$ cat src/capture_readout_params.svh
// Register indices, banks, field positions and reset values
`ifndef CAPTURE_READOUT_PARAMS_SVH
`define CAPTURE_READOUT_PARAMS_SVH

// Register indices; byte address is four times the index
`define IDX_BANK_SELECT      5'h0F
`define IDX_IRQ_FLAGS_B      5'h10
`define IDX_IRQ_ENABLES_B    5'h11
`define IDX_TB_LOW           5'h12
`define IDX_TB_HIGH          5'h13
`define IDX_CH3_LOW          5'h12
`define IDX_CH3_HIGH         5'h13
`define IDX_CH2_LOW          5'h14
`define IDX_CH2_HIGH         5'h15
`define IDX_CH4_LOW          5'h14
`define IDX_CH4_HIGH         5'h15
`define IDX_EDGE_CLOCK_CTRL  5'h16
`define IDX_UPPER_CTRL       5'h16
`define IDX_IRQ_FLAGS_A      5'h16
`define IDX_PER_CH1_LOW      5'h16
`define IDX_RUN_OVF_STATUS   5'h17
`define IDX_IRQ_ENABLES_A    5'h17
`define IDX_PER_CH1_HIGH     5'h17

// Peripheral banks
`define BANK_IRQ_A           4'h1
`define BANK_TIMEBASE        4'h2
`define BANK_TIMER_CTRL      4'h3
`define BANK_IRQ_B           4'h4
`define BANK_UPPER           4'h7

// Field positions
`define BIT_CH1_IRQ          2
`define BIT_CH2_IRQ          3
`define BIT_CH3_IRQ          2
`define BIT_CH4_IRQ          3
`define BIT_CH2_OVF          7
`define BIT_CH1_OVF          6
`define BIT_PERIOD_CAP_SEL   3
`define BIT_TIMEBASE_RUN     2
`define BIT_CH4_OVF          6
`define BIT_CH3_OVF          5
`define BIT_UPPER_RSVD       7

// Reset values
`define RST_IRQ_FLAGS        8'h02
`define RST_IRQ_ENABLES      8'h00
`define RST_TIMER_CTRL       8'h00
`define RST_BANK             4'h0

`endif

$ cat src/capture_readout_pkg.sv
// Shared types of the capture readout block
package capture_readout_pkg;
  typedef logic [7:0]  byte_t;
  typedef logic [15:0] cap_word_t;
  typedef logic [3:0]  bank_t;
  typedef logic [4:0]  reg_idx_t;
endpackage
$ cat src/capture_readout_overflow.sv
// Four-channel capture readout with double-buffered overflow flags
//
// The implementer's own choice: the APB register port.
`timescale 1ns/10ps
`include "capture_readout_params.svh"

// What this block does
// - Overflow per channel kept as hidden master flag and visible slave flag.
// - Event while capture word is unread sets that channel's master flag.
// - Event while capture word is unread does not overwrite the capture value.
// - After both bytes are read, master copies to slave and master clears on the same edge.
module capture_readout_overflow (
  input  wire logic                       pclk,
  input  wire logic                       presetn,
  input  wire logic                       psel,
  input  wire logic                       penable,
  input  wire logic                       pwrite,
  input  wire logic [31:0]                paddr,
  input  wire logic [31:0]                pwdata,
  output logic      [31:0]                prdata,
  output logic                            pready,
  output logic                            irq,
  input  wire logic [3:0]                 capture_input_pin
);

  //////////////////////////////////////////////////////////////////////////
  // Bus decode

  logic                            pready_q;
  logic [31:0]                     prdata_q;
  logic                            irq_q;
  capture_readout_pkg::bank_t      bank_q;
  capture_readout_pkg::byte_t      irq_flags_a_q;
  capture_readout_pkg::byte_t      irq_flags_b_q;
  capture_readout_pkg::byte_t      irq_en_a_q;
  capture_readout_pkg::byte_t      irq_en_b_q;
  capture_readout_pkg::byte_t      edge_ctrl_q;
  capture_readout_pkg::byte_t      run_ctrl_q;
  capture_readout_pkg::byte_t      upper_ctrl_q;
  capture_readout_pkg::cap_word_t  timebase_q;
  capture_readout_pkg::cap_word_t  period_q;
  capture_readout_pkg::cap_word_t  cap_q [4];
  logic [3:0]                      full_q;
  logic [3:0]                      master_q;
  logic [3:0]                      slave_q;
  logic [3:0]                      got_lo_q;
  logic [3:0]                      got_hi_q;
  logic [3:0]                      pin_q;

  wire capture_readout_pkg::reg_idx_t idx = paddr[6:2];
  wire        addr_ok = (paddr[31:7] == 25'h0000000) && (paddr[1:0] == 2'h0);
  wire        setup_acc = psel && penable && !pready_q;
  wire        done = psel && penable && pready_q;
  wire        wr = done && pwrite && addr_ok;
  wire        rd = done && !pwrite && addr_ok;
  wire [7:0]  wb = pwdata[7:0];

  // Bank and register hit decode
  wire b_a = (bank_q == `BANK_IRQ_A);
  wire b_t = (bank_q == `BANK_TIMEBASE);
  wire b_c = (bank_q == `BANK_TIMER_CTRL);
  wire b_b = (bank_q == `BANK_IRQ_B);
  wire b_u = (bank_q == `BANK_UPPER);
  wire hit_bank  = (idx == `IDX_BANK_SELECT);
  wire hit_fl_b  = b_b && (idx == `IDX_IRQ_FLAGS_B);
  wire hit_en_b  = b_b && (idx == `IDX_IRQ_ENABLES_B);
  wire hit_fl_a  = b_a && (idx == `IDX_IRQ_FLAGS_A);
  wire hit_en_a  = b_a && (idx == `IDX_IRQ_ENABLES_A);
  wire hit_tb_lo = b_t && (idx == `IDX_TB_LOW);
  wire hit_tb_hi = b_t && (idx == `IDX_TB_HIGH);
  wire hit_p1_lo = b_t && (idx == `IDX_PER_CH1_LOW);
  wire hit_p1_hi = b_t && (idx == `IDX_PER_CH1_HIGH);
  wire hit_edge  = b_c && (idx == `IDX_EDGE_CLOCK_CTRL);
  wire hit_run   = b_c && (idx == `IDX_RUN_OVF_STATUS);
  wire hit_upper = b_u && (idx == `IDX_UPPER_CTRL);
  wire cap1_sel  = run_ctrl_q[`BIT_PERIOD_CAP_SEL];

  // Per-channel byte hits; channel one pair only in capture mode
  wire [3:0] hit_lo = {b_u && (idx == `IDX_CH4_LOW),
                       b_u && (idx == `IDX_CH3_LOW),
                       b_c && (idx == `IDX_CH2_LOW),
                       hit_p1_lo && cap1_sel};
  wire [3:0] hit_hi = {b_u && (idx == `IDX_CH4_HIGH),
                       b_u && (idx == `IDX_CH3_HIGH),
                       b_c && (idx == `IDX_CH2_HIGH),
                       hit_p1_hi && cap1_sel};

  //////////////////////////////////////////////////////////////////////////
  // Read data selection

  // Status bytes: slave flags placed at their field positions
  wire [7:0] ovf_lo_pos = ((8'h01 << `BIT_CH2_OVF) & {8{slave_q[1]}})
                        | ((8'h01 << `BIT_CH1_OVF) & {8{slave_q[0]}});
  wire [7:0] ovf_hi_pos = ((8'h01 << `BIT_CH4_OVF) & {8{slave_q[3]}})
                        | ((8'h01 << `BIT_CH3_OVF) & {8{slave_q[2]}});
  wire [7:0] run_rd     = ovf_lo_pos | {2'b00, run_ctrl_q[5:0]};
  wire [7:0] upper_rd   = ovf_hi_pos | {3'b000, upper_ctrl_q[4:0]};

  // One term per register; at most one hit is active at a time
  wire [7:0] rd_bank  = hit_bank  ? {4'h0, bank_q}   : 8'h00;
  wire [7:0] rd_fl_b  = hit_fl_b  ? irq_flags_b_q    : 8'h00;
  wire [7:0] rd_en_b  = hit_en_b  ? irq_en_b_q       : 8'h00;
  wire [7:0] rd_fl_a  = hit_fl_a  ? irq_flags_a_q    : 8'h00;
  wire [7:0] rd_en_a  = hit_en_a  ? irq_en_a_q       : 8'h00;
  wire [7:0] rd_tb_lo = hit_tb_lo ? timebase_q[7:0]  : 8'h00;
  wire [7:0] rd_tb_hi = hit_tb_hi ? timebase_q[15:8] : 8'h00;
  wire [7:0] rd_pr_lo = (hit_p1_lo && !cap1_sel) ? period_q[7:0]  : 8'h00;
  wire [7:0] rd_pr_hi = (hit_p1_hi && !cap1_sel) ? period_q[15:8] : 8'h00;
  wire [7:0] rd_edge  = hit_edge  ? edge_ctrl_q      : 8'h00;
  wire [7:0] rd_run   = hit_run   ? run_rd           : 8'h00;
  wire [7:0] rd_upper = hit_upper ? upper_rd         : 8'h00;
  wire [7:0] rd_cap [4];

  // Capture bytes, one term per channel
  genvar r;
  generate
    for (r = 0; r < 4; r = r + 1) begin : g_rd
      assign rd_cap[r] = (hit_lo[r] ? cap_q[r][7:0]  : 8'h00)
                       | (hit_hi[r] ? cap_q[r][15:8] : 8'h00);
    end
  endgenerate

  wire [7:0] rmux = rd_bank | rd_fl_b | rd_en_b | rd_fl_a | rd_en_a
                  | rd_tb_lo | rd_tb_hi | rd_pr_lo | rd_pr_hi | rd_edge
                  | rd_run | rd_upper
                  | rd_cap[0] | rd_cap[1] | rd_cap[2] | rd_cap[3];

  //////////////////////////////////////////////////////////////////////////
  // Capture events and readout sequence

  wire [3:0] event_w = capture_input_pin & ~pin_q;
  wire [3:0] rd_lo = {4{rd}} & hit_lo;
  wire [3:0] rd_hi = {4{rd}} & hit_hi;
  wire [3:0] pair_done = (got_lo_q | rd_lo) & (got_hi_q | rd_hi);
  // Channel one captures only while its pair serves capture
  wire [3:0] cap_en = {3'b111, cap1_sel};
  wire [3:0] ev_q = event_w & cap_en;
  wire [3:0] load = ev_q & (~full_q | pair_done);
  wire [3:0] over = ev_q & full_q & ~pair_done;

  genvar c;
  generate
    for (c = 0; c < 4; c = c + 1) begin : g_ch
      // Capture word, loaded while empty or in the cycle its pair read completes
      always_ff @(posedge pclk or negedge presetn) begin
        if (!presetn) begin
          cap_q[c] <= 16'h0000;
        end else if (load[c]) begin
          cap_q[c] <= timebase_q;
        end
      end
    end
  endgenerate

  // Occupancy and byte-read tracking
  always_ff @(posedge pclk or negedge presetn) begin
    if (!presetn) begin
      full_q   <= 4'h0;
      got_lo_q <= 4'h0;
      got_hi_q <= 4'h0;
    end else begin
      full_q   <= (full_q & ~pair_done) | load;
      got_lo_q <= (got_lo_q | rd_lo) & ~pair_done;
      got_hi_q <= (got_hi_q | rd_hi) & ~pair_done;
    end
  end

  // Master set by hardware, slave loaded only by a finished pair read
  always_ff @(posedge pclk or negedge presetn) begin
    if (!presetn) begin
      master_q <= 4'h0;
      slave_q  <= 4'h0;
    end else begin
      master_q <= (master_q & ~pair_done) | over;
      slave_q  <= (slave_q & ~pair_done) | (master_q & pair_done);
    end
  end

  // Pin history for rising-edge events
  always_ff @(posedge pclk or negedge presetn) begin
    if (!presetn) begin
      pin_q <= 4'h0;
    end else begin
      pin_q <= capture_input_pin;
    end
  end

  //////////////////////////////////////////////////////////////////////////
  // Timebase and period

  wire tb_run = run_ctrl_q[`BIT_TIMEBASE_RUN];

  // Counter that counts only while the timebase run bit is set, byte-writable
  always_ff @(posedge pclk or negedge presetn) begin
    if (!presetn) begin
      timebase_q <= 16'h0000;
    end else if (wr && hit_tb_lo) begin
      timebase_q <= {timebase_q[15:8], wb};
    end else if (wr && hit_tb_hi) begin
      timebase_q <= {wb, timebase_q[7:0]};
    end else if (tb_run) begin
      timebase_q <= timebase_q + 16'h0001;
    end
  end

  // Period register shares the channel one pair
  always_ff @(posedge pclk or negedge presetn) begin
    if (!presetn) begin
      period_q <= 16'h0000;
    end else if (wr && hit_p1_lo && !cap1_sel) begin
      period_q <= {period_q[15:8], wb};
    end else if (wr && hit_p1_hi && !cap1_sel) begin
      period_q <= {wb, period_q[7:0]};
    end
  end

  //////////////////////////////////////////////////////////////////////////
  // Control registers

  // Write strobes of the plain registers
  wire wr_bank  = wr && hit_bank;
  wire wr_edge  = wr && hit_edge;
  wire wr_run   = wr && hit_run;
  wire wr_upper = wr && hit_upper;
  wire wr_en_a  = wr && hit_en_a;
  wire wr_en_b  = wr && hit_en_b;

  // Bank select for the shared indices
  always_ff @(posedge pclk or negedge presetn) begin
    if (!presetn) begin
      bank_q <= `RST_BANK;
    end else if (wr_bank) begin
      bank_q <= wb[3:0];
    end
  end

  // Edge control, plain storage
  always_ff @(posedge pclk or negedge presetn) begin
    if (!presetn) begin
      edge_ctrl_q <= `RST_TIMER_CTRL;
    end else if (wr_edge) begin
      edge_ctrl_q <= wb;
    end
  end

  // Run control; the two overflow bits are read-only
  always_ff @(posedge pclk or negedge presetn) begin
    if (!presetn) begin
      run_ctrl_q <= `RST_TIMER_CTRL;
    end else if (wr_run) begin
      run_ctrl_q <= {2'b00, wb[5:0]};
    end
  end

  // Upper control; top three bits are not stored
  always_ff @(posedge pclk or negedge presetn) begin
    if (!presetn) begin
      upper_ctrl_q <= `RST_TIMER_CTRL;
    end else if (wr_upper) begin
      upper_ctrl_q <= {3'b000, wb[4:0]};
    end
  end

  // Interrupt enables, first group
  always_ff @(posedge pclk or negedge presetn) begin
    if (!presetn) begin
      irq_en_a_q <= `RST_IRQ_ENABLES;
    end else if (wr_en_a) begin
      irq_en_a_q <= wb;
    end
  end

  // Interrupt enables, second group
  always_ff @(posedge pclk or negedge presetn) begin
    if (!presetn) begin
      irq_en_b_q <= `RST_IRQ_ENABLES;
    end else if (wr_en_b) begin
      irq_en_b_q <= wb;
    end
  end

  //////////////////////////////////////////////////////////////////////////
  // Interrupt flags: set by a fresh capture, write one to clear, set wins

  wire [7:0] set_a = (8'h01 << `BIT_CH1_IRQ) & {8{load[0]}}
                   | (8'h01 << `BIT_CH2_IRQ) & {8{load[1]}};
  wire [7:0] set_b = (8'h01 << `BIT_CH3_IRQ) & {8{load[2]}}
                   | (8'h01 << `BIT_CH4_IRQ) & {8{load[3]}};
  wire [7:0] clr_a = (wr && hit_fl_a) ? wb : 8'h00;
  wire [7:0] clr_b = (wr && hit_fl_b) ? wb : 8'h00;
  wire [7:0] fl_a_d = (irq_flags_a_q & ~clr_a) | set_a;
  wire [7:0] fl_b_d = (irq_flags_b_q & ~clr_b) | set_b;

  // Flag register, first group
  always_ff @(posedge pclk or negedge presetn) begin
    if (!presetn) begin
      irq_flags_a_q <= `RST_IRQ_FLAGS;
    end else begin
      irq_flags_a_q <= fl_a_d;
    end
  end

  // Flag register, second group
  always_ff @(posedge pclk or negedge presetn) begin
    if (!presetn) begin
      irq_flags_b_q <= `RST_IRQ_FLAGS;
    end else begin
      irq_flags_b_q <= fl_b_d;
    end
  end

  // Level interrupt from the next flags, so a new event shows at once
  always_ff @(posedge pclk or negedge presetn) begin
    if (!presetn) begin
      irq_q <= 1'b0;
    end else begin
      irq_q <= |(fl_a_d & irq_en_a_q) || |(fl_b_d & irq_en_b_q);
    end
  end

  //////////////////////////////////////////////////////////////////////////
  // Bus answer: one wait state, data captured in it

  // Ready rises after the first access cycle and stands one cycle
  always_ff @(posedge pclk or negedge presetn) begin
    if (!presetn) begin
      pready_q <= 1'b0;
    end else begin
      pready_q <= setup_acc;
    end
  end

  // Read data latched in the wait state, before any read side effect
  always_ff @(posedge pclk or negedge presetn) begin
    if (!presetn) begin
      prdata_q <= 32'h00000000;
    end else if (setup_acc) begin
      prdata_q <= (addr_ok && !pwrite) ? {24'h000000, rmux} : 32'h00000000;
    end
  end

  assign prdata = prdata_q;
  assign pready = pready_q;
  assign irq    = irq_q;

endmodule

$ cat config.mk
export PLATFORM = sky130hd
export DESIGN_NAME = capture_readout_overflow
export DESIGN_NICKNAME = d
export VERILOG_FILES = /design/src/capture_readout_pkg.sv /design/src/capture_readout_overflow.sv
export VERILOG_INCLUDE_DIRS = /design/src /design/src/src
export SDC_FILE = /design/constraint.sdc
export NUM_CORES = 1
export LEC_CHECK = 0
export BUFFER_PORTS_ARGS = -buffer_cell sky130_fd_sc_hd__buf_2
export CAP_MARGIN = 15
export CORE_MARGIN = 8
export CORE_UTILIZATION = 59
export DETAILED_ROUTE_END_ITERATION = 7
export PLACE_DENSITY = 0.81
export SYNTH_ARGS = -nofsm -noshare
export SYNTH_HDL_FRONTEND = slang
export SYNTH_SLANG_ARGS = --single-unit
$ cat constraint.sdc
create_clock -name pclk -period 4 [get_ports pclk]
set_clock_uncertainty 0.2 [all_clocks]
set_input_delay 1.2 -clock pclk [delete_from_list [all_inputs] [get_ports pclk]]
set_output_delay 1.2 -clock pclk [all_outputs]
set_load 0.01 [all_outputs]
Word level (Yosys, flattened, before mapping)
Index checks and enable logic that the tools add are counted.
W data, S select, Z words.
- add/subtract/negate cells: 1
- equality and inequality tests: 15
- multiplexer cells: 27
- bitwise operators: 58
- reduce and logical (&&, ||, !) cells: 57
- operator list (kind ; number):
    $mux W8 ; 23
    $or A8 B8 Y8 ; 17
    $and A4 B4 Y4 ; 14
    $logic_and A1 B1 Y1 ; 44
    $eq A5 B5 Y1 const B ; 8
    $and A8 B8 Y8 ; 4
    $mux W16 ; 2
    $logic_not A25 Y1 ; 1
    $or A4 B4 Y4 ; 6
    $add A16 B1 Y16 const B ; 1
    $not A8 Y8 ; 2
    $or A8 B4 Y8 ; 2
    $or A8 B7 Y8 ; 2
    $reduce_or A8 Y1 ; 2
    $not A4 Y4 ; 3
    $eq A4 B2 Y1 const B ; 2
    $eq A4 B3 Y1 const B ; 2
    $or A3 B4 Y4 ; 2
    $or A4 B8 Y8 ; 1
    $or A8 B6 Y8 ; 1
    $mux W7 ; 1
    $or A7 B5 Y7 ; 1
    $or A7 B6 Y7 ; 1
    $reduce_and A2 Y1 ; 3
    9 further kinds ; 13
- register bits: 209
- input bits: 73
- output and inout bits: 34

Depth between registers and ports, before layout
Gate-level depths: netlist of the first run.
- depth after elaboration: 19
- depth in mapped cells: 10

Worst setup path after synthesis of the first run
No wires, ideal clock.
- path type: input to register
- start: input port paddr[5]
- end: register cap_q[23] (netlist bit)
- arrival: 3.534 ns
- setup slack: 0.141 ns
- stages on the path: 7
- path buffers: 1
- cells stage by stage: or3b_2 -> nor3_2 -> nor3b_1 -> o22ai_1 -> a21boi_2 -> buf_4 -> mux2_2
- cells in the longest elaborated chain, start to end: 7
- elaborated cells on any way between the ends: 11
- those cells by class: eq/ne (2); bitwise (7); reduce/logical (2)
- RTL lines (item ; RTL line ; text):
    start, declared ; capture_readout_overflow.sv:18 ; input wire logic [31:0] paddr,
    $eq A5 B5 Y1 (no line) ; n/a ;
    $logic_and A1 B1 Y1, on equally long branches ; capture_readout_overflow.sv:80, capture_readout_overflow.sv:84 ;
    $and A4 B4 Y4, on equally long branches ; capture_readout_overflow.sv:132, capture_readout_overflow.sv:133 ;
    $or A4 B4 Y4 ; capture_readout_overflow.sv:134 ; wire [3:0] pair_done = (got_lo_q | rd_lo) & (got_hi_q | rd_hi);
    $and A4 B4 Y4 (*) ; capture_readout_overflow.sv:134 ;
    $or A4 B4 Y4 (*) ; capture_readout_overflow.sv:138 ; wire [3:0] load = ev_q & (~full_q | pair_done);
    $and A4 B4 Y4 (*) ; capture_readout_overflow.sv:138 ;
    end signal, assigned by index ; capture_readout_overflow.sv:149 ; cap_q[c] <= timebase_q;
    end, declared ; capture_readout_overflow.sv:42 ; capture_readout_pkg::cap_word_t cap_q [4];
Every way passes the cells marked *; elsewhere a longest branch is shown, timed or not.
A chain may end at the register's enable or synchronous reset.

Final worst setup path of the first run
- start: input port paddr[5]
- end: register irq_q, in the netlist irq
- elaborated cells on any way between the ends: 43
- those cells by class: eq/ne (7); mux (2); bitwise (17); reduce/logical (17)
- RTL lines (item ; RTL line ; text):
    $eq A5 B5 Y1 (no line) ; n/a ;
    $logic_and A1 B1 Y1 ; capture_readout_overflow.sv:65 ; wire hit_fl_b = b_b && (idx == `IDX_IRQ_FLAGS_B);
    $logic_and A1 B1 Y1 ; capture_readout_overflow.sv:290 ; wire [7:0] clr_b = (wr && hit_fl_b) ? wb : 8'h00;
    $mux W8 ; capture_readout_overflow.sv:290 ;
    $not A8 Y8 ; capture_readout_overflow.sv:292 ; wire [7:0] fl_b_d = (irq_flags_b_q & ~clr_b) | set_b;
    $and A8 B8 Y8 ; capture_readout_overflow.sv:292 ;
    $or A8 B4 Y8 ; capture_readout_overflow.sv:292 ;
    via fl_b_d[1] ; capture_readout_overflow.sv:292 ;
    $and A8 B8 Y8 ; capture_readout_overflow.sv:317 ; irq_q <= |(fl_a_d & irq_en_a_q) || |(fl_b_d & irq_en_b_q);
    $reduce_or A8 Y1 ; capture_readout_overflow.sv:317 ;
    $logic_or A1 B1 Y1 ; capture_readout_overflow.sv:317 ;
    end signal, assigned ; capture_readout_overflow.sv:317 ;
    end, declared ; capture_readout_overflow.sv:31 ; logic irq_q;
The timed path passes the listed nets, and every way through them passes these cells.

==> results.py, run 1 <==
metrics = {
    "floorplanning": {
        "fp-row-count": 45,
        "chipWidth_um": 139,
        "coreArea_um2": 15000,
        "initial_utilization": 0.596,
        "die_y_um": 139,
        "die-area_um2": 19400,
        "ioPinCount": 107,
    },
    "critical_path": {
        "worstSetupEndpoint": "irq$_DFF_PN0_",
        "cpPeakStageDelay_ns": 0.51,
        "critPathLaunchType": "primary input",
        "cp_slowest_cell": "or4_4",
        "r2r_end": "irq$_DFF_PN0_",
        "cp.required_ns": 4.11,
        "cp_max_fo": 2,
        "ff2ff_path_depth": 8,
        "crit_chain": "buf_2 -> or3b_2 -> or4_4 -> nor4_4 -> buf_4 -> a21boi_2 -> a2111o_1 -> nor4_1 -> nand4_1",
        "r2r_start": "bank_q[1]$_DFFE_PN0P_",
        "crit_start": "paddr[5]",
        "cp.arrival_ns": 3.70,
        "end_kind": "register",
        "r2r_setup_slack_ns": 0.79,
        "critical_path_class": "primary input to register",
    },
    "layout": {
        "nets": 935,
        "drive_above_1_share": 0.323,
        "multi_input_area_um2": 4000,
        "final_cell_mix": "dfrtp_1, mux2_2, nand2_1",
        "area_delta_synth_final_pct": 14.7,
        "n_fill_cell": 1033,
        "regArea_um2": 4630,
        "fin_area_um2": 10300,
        "n_antenna_cell": 0,
        "final_common_cell": "dfrtp_1",
    },
    "detailed_routing": {
        "via_per_inst": 6.89,
        "drt_iter0_markers": 851,
        "antenna_left": 0,
        "dr.pass1.iters": 6,
        "postRouteWirelength_mm": 27.3,
        "drc": 0,
        "vias": 7313,
        "avgRoutedWirePerCell_um": 25.7,
    },
    "clocking": {
        "clock-sinks": 185,
        "cts_resized": 0,
        "cts_setup_buffers": 0,
        "clk_pin_slew_ns": 0.07,
        "insertion_delay_ns": 0.44,
        "cts_tree": "done",
        "numCtsBuffers": 17,
        "clockRootBuffer": "clkbuf_16",
        "htree_num_levels": 4,
        "holdBufCountCts": 0,
        "clock_path_buffers": 2,
    },
    "logic_synthesis": {
        "ys_warn_count": 0,
        "synth_top_family_by_area": "multiplexers",
        "synth-xor-area-share": 0.00685,
        "synth_edf_count": 0,
        "ys_types": 68,
        "synth_flop_cell": "dfrtp_1",
        "ys_ff_latch": 185,
        "synth-simple-area-share": 0.130,
        "muxShareOfSynthArea": 0.167,
        "synth_compound_area_frac": 0.132,
        "async_flop_share": 1.00,
        "syn_area_per_cell_um2": 11.5,
        "syn-cell-area_um2": 8950,
        "synth_cells": 777,
        "synth.yosys.seq_area_share": 0.517,
        "synthAdderAreaFrac": 0.00140,
    },
    "sta": {
        "setup_ws_ns": 0.401,
        "hold_viol": 0,
        "slew_headroom": 0.461,
        "tightest_slew_ns": 0.808,
        "timing.final.crit_share": 0.900,
        "slew_viol_final": 0,
        "final-setup-viol-count": 0,
        "timing.fmax_ghz": 0.278,
        "final.min_clock_period_ns": 3.60,
        "setup_tns_ns": 0,
        "rsz0062_at_grt": "false",
    },
    "power_and_ir_drop": {
        "power_switching_uw": 849,
        "p_int_uw": 2920,
        "p_per_area_nw_per_um2": 367,
        "combPwrFrac": 0.039,
        "p_leak_uw": 0.00486,
        "p_sw_frac": 0.225,
        "clkPwrFrac": 0.463,
        "total_power_uw": 3770,
        "pwr-share-seq": 0.498,
        "ir_drop_mv": 0.319,
    },
    "global_route": {
        "grt_pass1_vias": 7465,
        "grt_use_total": 0.284,
        "grt_overflow": 0,
        "grt_pass1_wl_mm": 42.1,
        "grt_max_degree": 88,
        "antenna_found_initial": 0,
    },
    "flow_run": {
        "maxCapViolations": 0,
    },
    "placement": {
        "gp_congestion": 0.988,
        "port_buffers": 58,
        "postPlaceCellArea_um2": 9660,
        "hpwl_mm": 18.8,
        "post-place-ws_ns": -0.0108,
    },
    "hold_path": {
        "hp-class": "register to register",
        "hold_depth": 1,
    },
    "outcome": {
        "status": "finished clean",
    },
}
worst min-delay path by stage:
stage / from / endpoint / slack [ns]
after floorplan: got_lo_q[0]$_DFF_PN0_ / got_hi_q[0]$_DFF_PN0_ / 0.24
after global placement: got_hi_q[3]$_DFF_PN0_ / got_lo_q[3]$_DFF_PN0_ / 0.24
after detailed placement: got_hi_q[2]$_DFF_PN0_ / got_lo_q[2]$_DFF_PN0_ / 0.26
after CTS: got_hi_q[2]$_DFF_PN0_ / got_lo_q[2]$_DFF_PN0_ / 0.26
after global routing: got_hi_q[2]$_DFF_PN0_ / got_lo_q[2]$_DFF_PN0_ / 0.28
final: got_hi_q[2]$_DFF_PN0_ / got_lo_q[2]$_DFF_PN0_ / 0.27
metal layers:
layer	global-route usage	wire, um	vias to the layer above
li1	-	-	3034
met1	0.330	9840	3607
met2	0.430	12200	531
met3	0.107	3370	141
met4	0.195	1890	0
met5	0	0	-
power groups by stage:
stage	Combinational [uW]	Sequential, uW	Clock, uW
floorplan	66.3	1910	0
global route	162	1870	1830
detailed placement	145	1910	0
finish	148	1880	1740
global placement	141	1910	0
CTS	146	1880	1750
cells in the mapped netlist, drive strengths merged, types with 8 or more instances:
cell type / number / area (um2)
buf: 32 / 240
inv: 9 / 33.8
nor3: 23 / 125
nand4: 18 / 113
nor2: 29 / 111
nand3: 13 / 65.1
o31ai: 10 / 75.1
a221oi: 16 / 140
a22oi: 29 / 218
mux2i: 11 / 110
a21oi: 25 / 125
a21boi: 13 / 105
dfrtp: 183 / 4580
nand2: 60 / 225
nor4: 22 / 186
a22o: 8 / 70.1
mux2: 123 / 1390
clkbuf: 35 / 133
o21ai: 26 / 130
sequential cells by signal (all words and copies together) (netlist names), 4 cells and up, named ones only:
name and count:
run_ctrl_q 6, master_q 4, cap_q 64, pin_q 4
irq_en_b_q 8, irq_flags_b_q 8, full_q 4, bank_q 4
prdata 8, got_lo_q 4, upper_ctrl_q 5, irq_en_a_q 8
edge_ctrl_q 8, period_q 16, timebase_q 16, irq_flags_a_q 8
got_hi_q 4
worst max-delay path: cells and delay by family:
kind	cells	cell delay [ns]
AND/OR/NAND/NOR	5	1.70
AO/OA/AOI/OAI	2	0.51
buffers and inverters	2	0.28
layout make-up:
| class | instances | area share |
|---|---|---|
| Clock buffer | 19 | 0.0431 |
| Sequential cell | 185 | 0.451 |
| Tap cell | 188 | 0.0229 |
| Multi-Input combinational cell | 539 | 0.390 |
| Inverter | 9 | 0.00329 |
| Timing Repair Buffer | 109 | 0.0735 |
| Clock inverter | 13 | 0.0162 |
logic make-up after synthesis:
logic type,count (synthesis)
other,1
DFF,185
and+or+nand+nor,208
buffers and inverters,76
AOI/OAI and AO/OA,165
xor gates and xnor gates,7
adders and majority gates,1
muxes,134
per-stage QoR:
| step | hold slack, ns | std cells | util |
|---|---|---|---|
| after floorplan | 0.237 | 800 | - |
| after global placement | 0.244 | 1030 | 0.642 |
| after detailed placement | 0.255 | 1030 | 0.642 |
| after CTS | 0.264 | 1062 | 0.683 |
| after global routing | 0.285 | 1062 | 0.683 |
| final | 0.266 | 1062 | 0.683 |
Note: power is estimated with default switching activity, not from simulation.
==> run 2: changes to the inputs <==
Settings changed: CELL_PAD_IN_SITES_DETAIL_PLACEMENT set to 0, CELL_PAD_IN_SITES_GLOBAL_PLACEMENT set to 2, CORE_UTILIZATION 59 to 39, PLACE_DENSITY 0.81 to not set, PLACE_DENSITY_LB_ADDON set to 0.1.
==> run 2 against run 1 <==
  * Non-clock buffer count increased by 8
  * Clock power decreased by 4%
  * Die area increased by 45%
  * Sequential cell count unchanged
  * Wire length increased by 7.8%
  * Critical path type unchanged
  * Power decreased by 1.9%
==> results.py, run 2 (synthesis results as in run 1) <==
metrics = {
    "sta": {
        "tightest_slew_ns": 0.783,
        "timing.fmax_ghz": 0.271,
        "final-setup-viol-count": 0,
        "hold_viol": 0,
        "final.min_clock_period_ns": 3.68,
        "slew_viol_final": 0,
        "setup_tns_ns": 0,
        "timing.final.crit_share": 0.921,
        "rsz0062_at_grt": "false",
        "setup_ws_ns": 0.316,
        "slew_headroom": 0.478,
    },
    "global_route": {
        "grt_use_total": 0.210,
        "grt_pass1_vias": 6998,
        "grt_pass1_wl_mm": 44.5,
        "grt_max_degree": 94,
        "grt_overflow": 0,
        "antenna_found_initial": 0,
    },
    "power_and_ir_drop": {
        "clkPwrFrac": 0.452,
        "p_sw_frac": 0.239,
        "p_leak_uw": 0.00488,
        "p_per_area_nw_per_um2": 356,
        "pwr-share-seq": 0.507,
        "ir_drop_mv": 0.194,
        "power_switching_uw": 882,
        "p_int_uw": 2810,
        "combPwrFrac": 0.041,
    },
    "detailed_routing": {
        "antenna_left": 0,
        "via_per_inst": 5.87,
        "drt_iter0_markers": 573,
        "dr.pass1.iters": 5,
        "vias": 6852,
        "avgRoutedWirePerCell_um": 25.2,
        "drc": 0,
        "postRouteWirelength_mm": 29.4,
    },
    "critical_path": {
        "end_kind": "register",
        "r2r_start": "bank_q[1]$_DFFE_PN0P_",
        "cp_max_fo": 4,
        "crit_start": "paddr[5]",
        "critical_path_class": "primary input to register",
        "cp.arrival_ns": 3.78,
        "cp.required_ns": 4.09,
        "critPathLaunchType": "primary input",
    },
    "clocking": {
        "clk_pin_slew_ns": 0.07,
        "cts_resized": 0,
        "htree_num_levels": 4,
        "numCtsBuffers": 17,
        "clock-sinks": 185,
        "cts_setup_buffers": 0,
        "holdBufCountCts": 0,
        "clockRootBuffer": "clkbuf_16",
        "cts_tree": "done",
        "clock_path_buffers": 2,
        "insertion_delay_ns": 0.44,
    },
    "placement": {
        "port_buffers": 58,
        "hpwl_mm": 21.3,
        "gp_congestion": 0.843,
        "post-place-ws_ns": -0.0845,
    },
    "floorplanning": {
        "ioPinCount": 107,
        "die-area_um2": 28100,
        "chipWidth_um": 168,
        "coreArea_um2": 22600,
        "fp-row-count": 55,
        "initial_utilization": 0.397,
        "die_y_um": 168,
    },
    "layout": {
        "reg_top3": "cap_q (64), period_q (16), timebase_q (16)",
        "drive_above_1_share": 0.329,
        "largest_reg_flops": 64,
        "n_fill_cell": 2097,
        "nets": 943,
        "final_util": 0.460,
        "area_delta_synth_final_pct": 16.1,
        "final_cell_mix": "dfrtp_1, mux2_2, nand2_1",
        "regMostFlops": "cap_q",
        "n_antenna_cell": 0,
        "final_common_cell": "dfrtp_1",
    },
    "flow_run": {
        "maxCapViolations": 0,
    },
    "hold_path": {
        "hp-start": "got_lo_q[0]$_DFF_PN0_",
        "hp-class": "register to register",
    },
    "outcome": {
        "status": "finished clean",
    },
}
==> run 2: cell types whose count changed in the layout (fill, tap and decap cells not counted), sizes merged <==
cell | previous run | this run
clkbuf | 19 | 21
bufinv | 3 | 1
clkinv | 4 | 6
buf | 109 | 116
clkinvlp | 3 | 2
==> run 2: power by group through the flow <==
stage                     combinational [uW]  clock [uW]  sequential (uW)
after floorplan                         66.3           0             1910
after global placement                   149           0             1910
after detailed placement                 152           0             1910
after CTS                                152        1690             1880
after global routing                     167        1770             1870
final                                    151        1670             1880
==> run 2: final cells by class <==
| type | instances | area (um2) | share of cell area |
|---|---|---|---|
| sequential | 185 | 4630 | 0.446 |
| inverter | 9 | 33.8 | 0.00325 |
| tap | 285 | 357 | 0.0343 |
| clock buffer | 20 | 457 | 0.0439 |
| clock inverter | 12 | 119 | 0.0114 |
| timing repair buffer | 117 | 792 | 0.0762 |
| multi-input combinational | 539 | 4000 | 0.385 |
==> run 2: critical path, cell delays in order <==
cell and delay (ns):
buf_2 0.12, or3b_2 0.48, or4_4 0.52, nor4_4 0.31
buf_4 0.19, a21boi_2 0.06, a2111o_1 0.44, nor4_1 0.34
nand4_1 0.12
==> run 2: worst paths after layout <==
kind / endpoint / slack (ns) / cells past startpoint
max in group asynchronous: irq_flags_a_q[1]$_DFF_PN1_ / 2.14 / 2
setup / recovery: irq$_DFF_PN0_ / 0.32 / 9
hold / removal: got_hi_q[0]$_DFF_PN0_ / 0.26 / 1
hold reg to reg: got_hi_q[0]$_DFF_PN0_ / 0.26 / 1
min in group asynchronous: prdata[5]$_DFFE_PN0P_ / 0.65 / 1
setup reg to reg: irq$_DFF_PN0_ / 0.72 / 8
==> run 2: per-layer routing <==
metal  global-route usage  share of wire  vias up
li1                     -              -     3064
met4               0.0687          0.022        0
met3               0.0456          0.054       40
met2                0.341           0.47      218
met1                0.274           0.45     3530
met5                    0              0        -
==> run 2: per-stage QoR <==
stage,power (uW),area [um2],std cells,hold WS [ns]
finish,3700,10400,1167,0.263
floorplan,1980,9040,800,0.237
global placement,2060,9820,1135,0.242
global route,3810,10400,1167,0.286
detailed placement,2060,9820,1135,0.258
CTS,3720,10400,1167,0.268
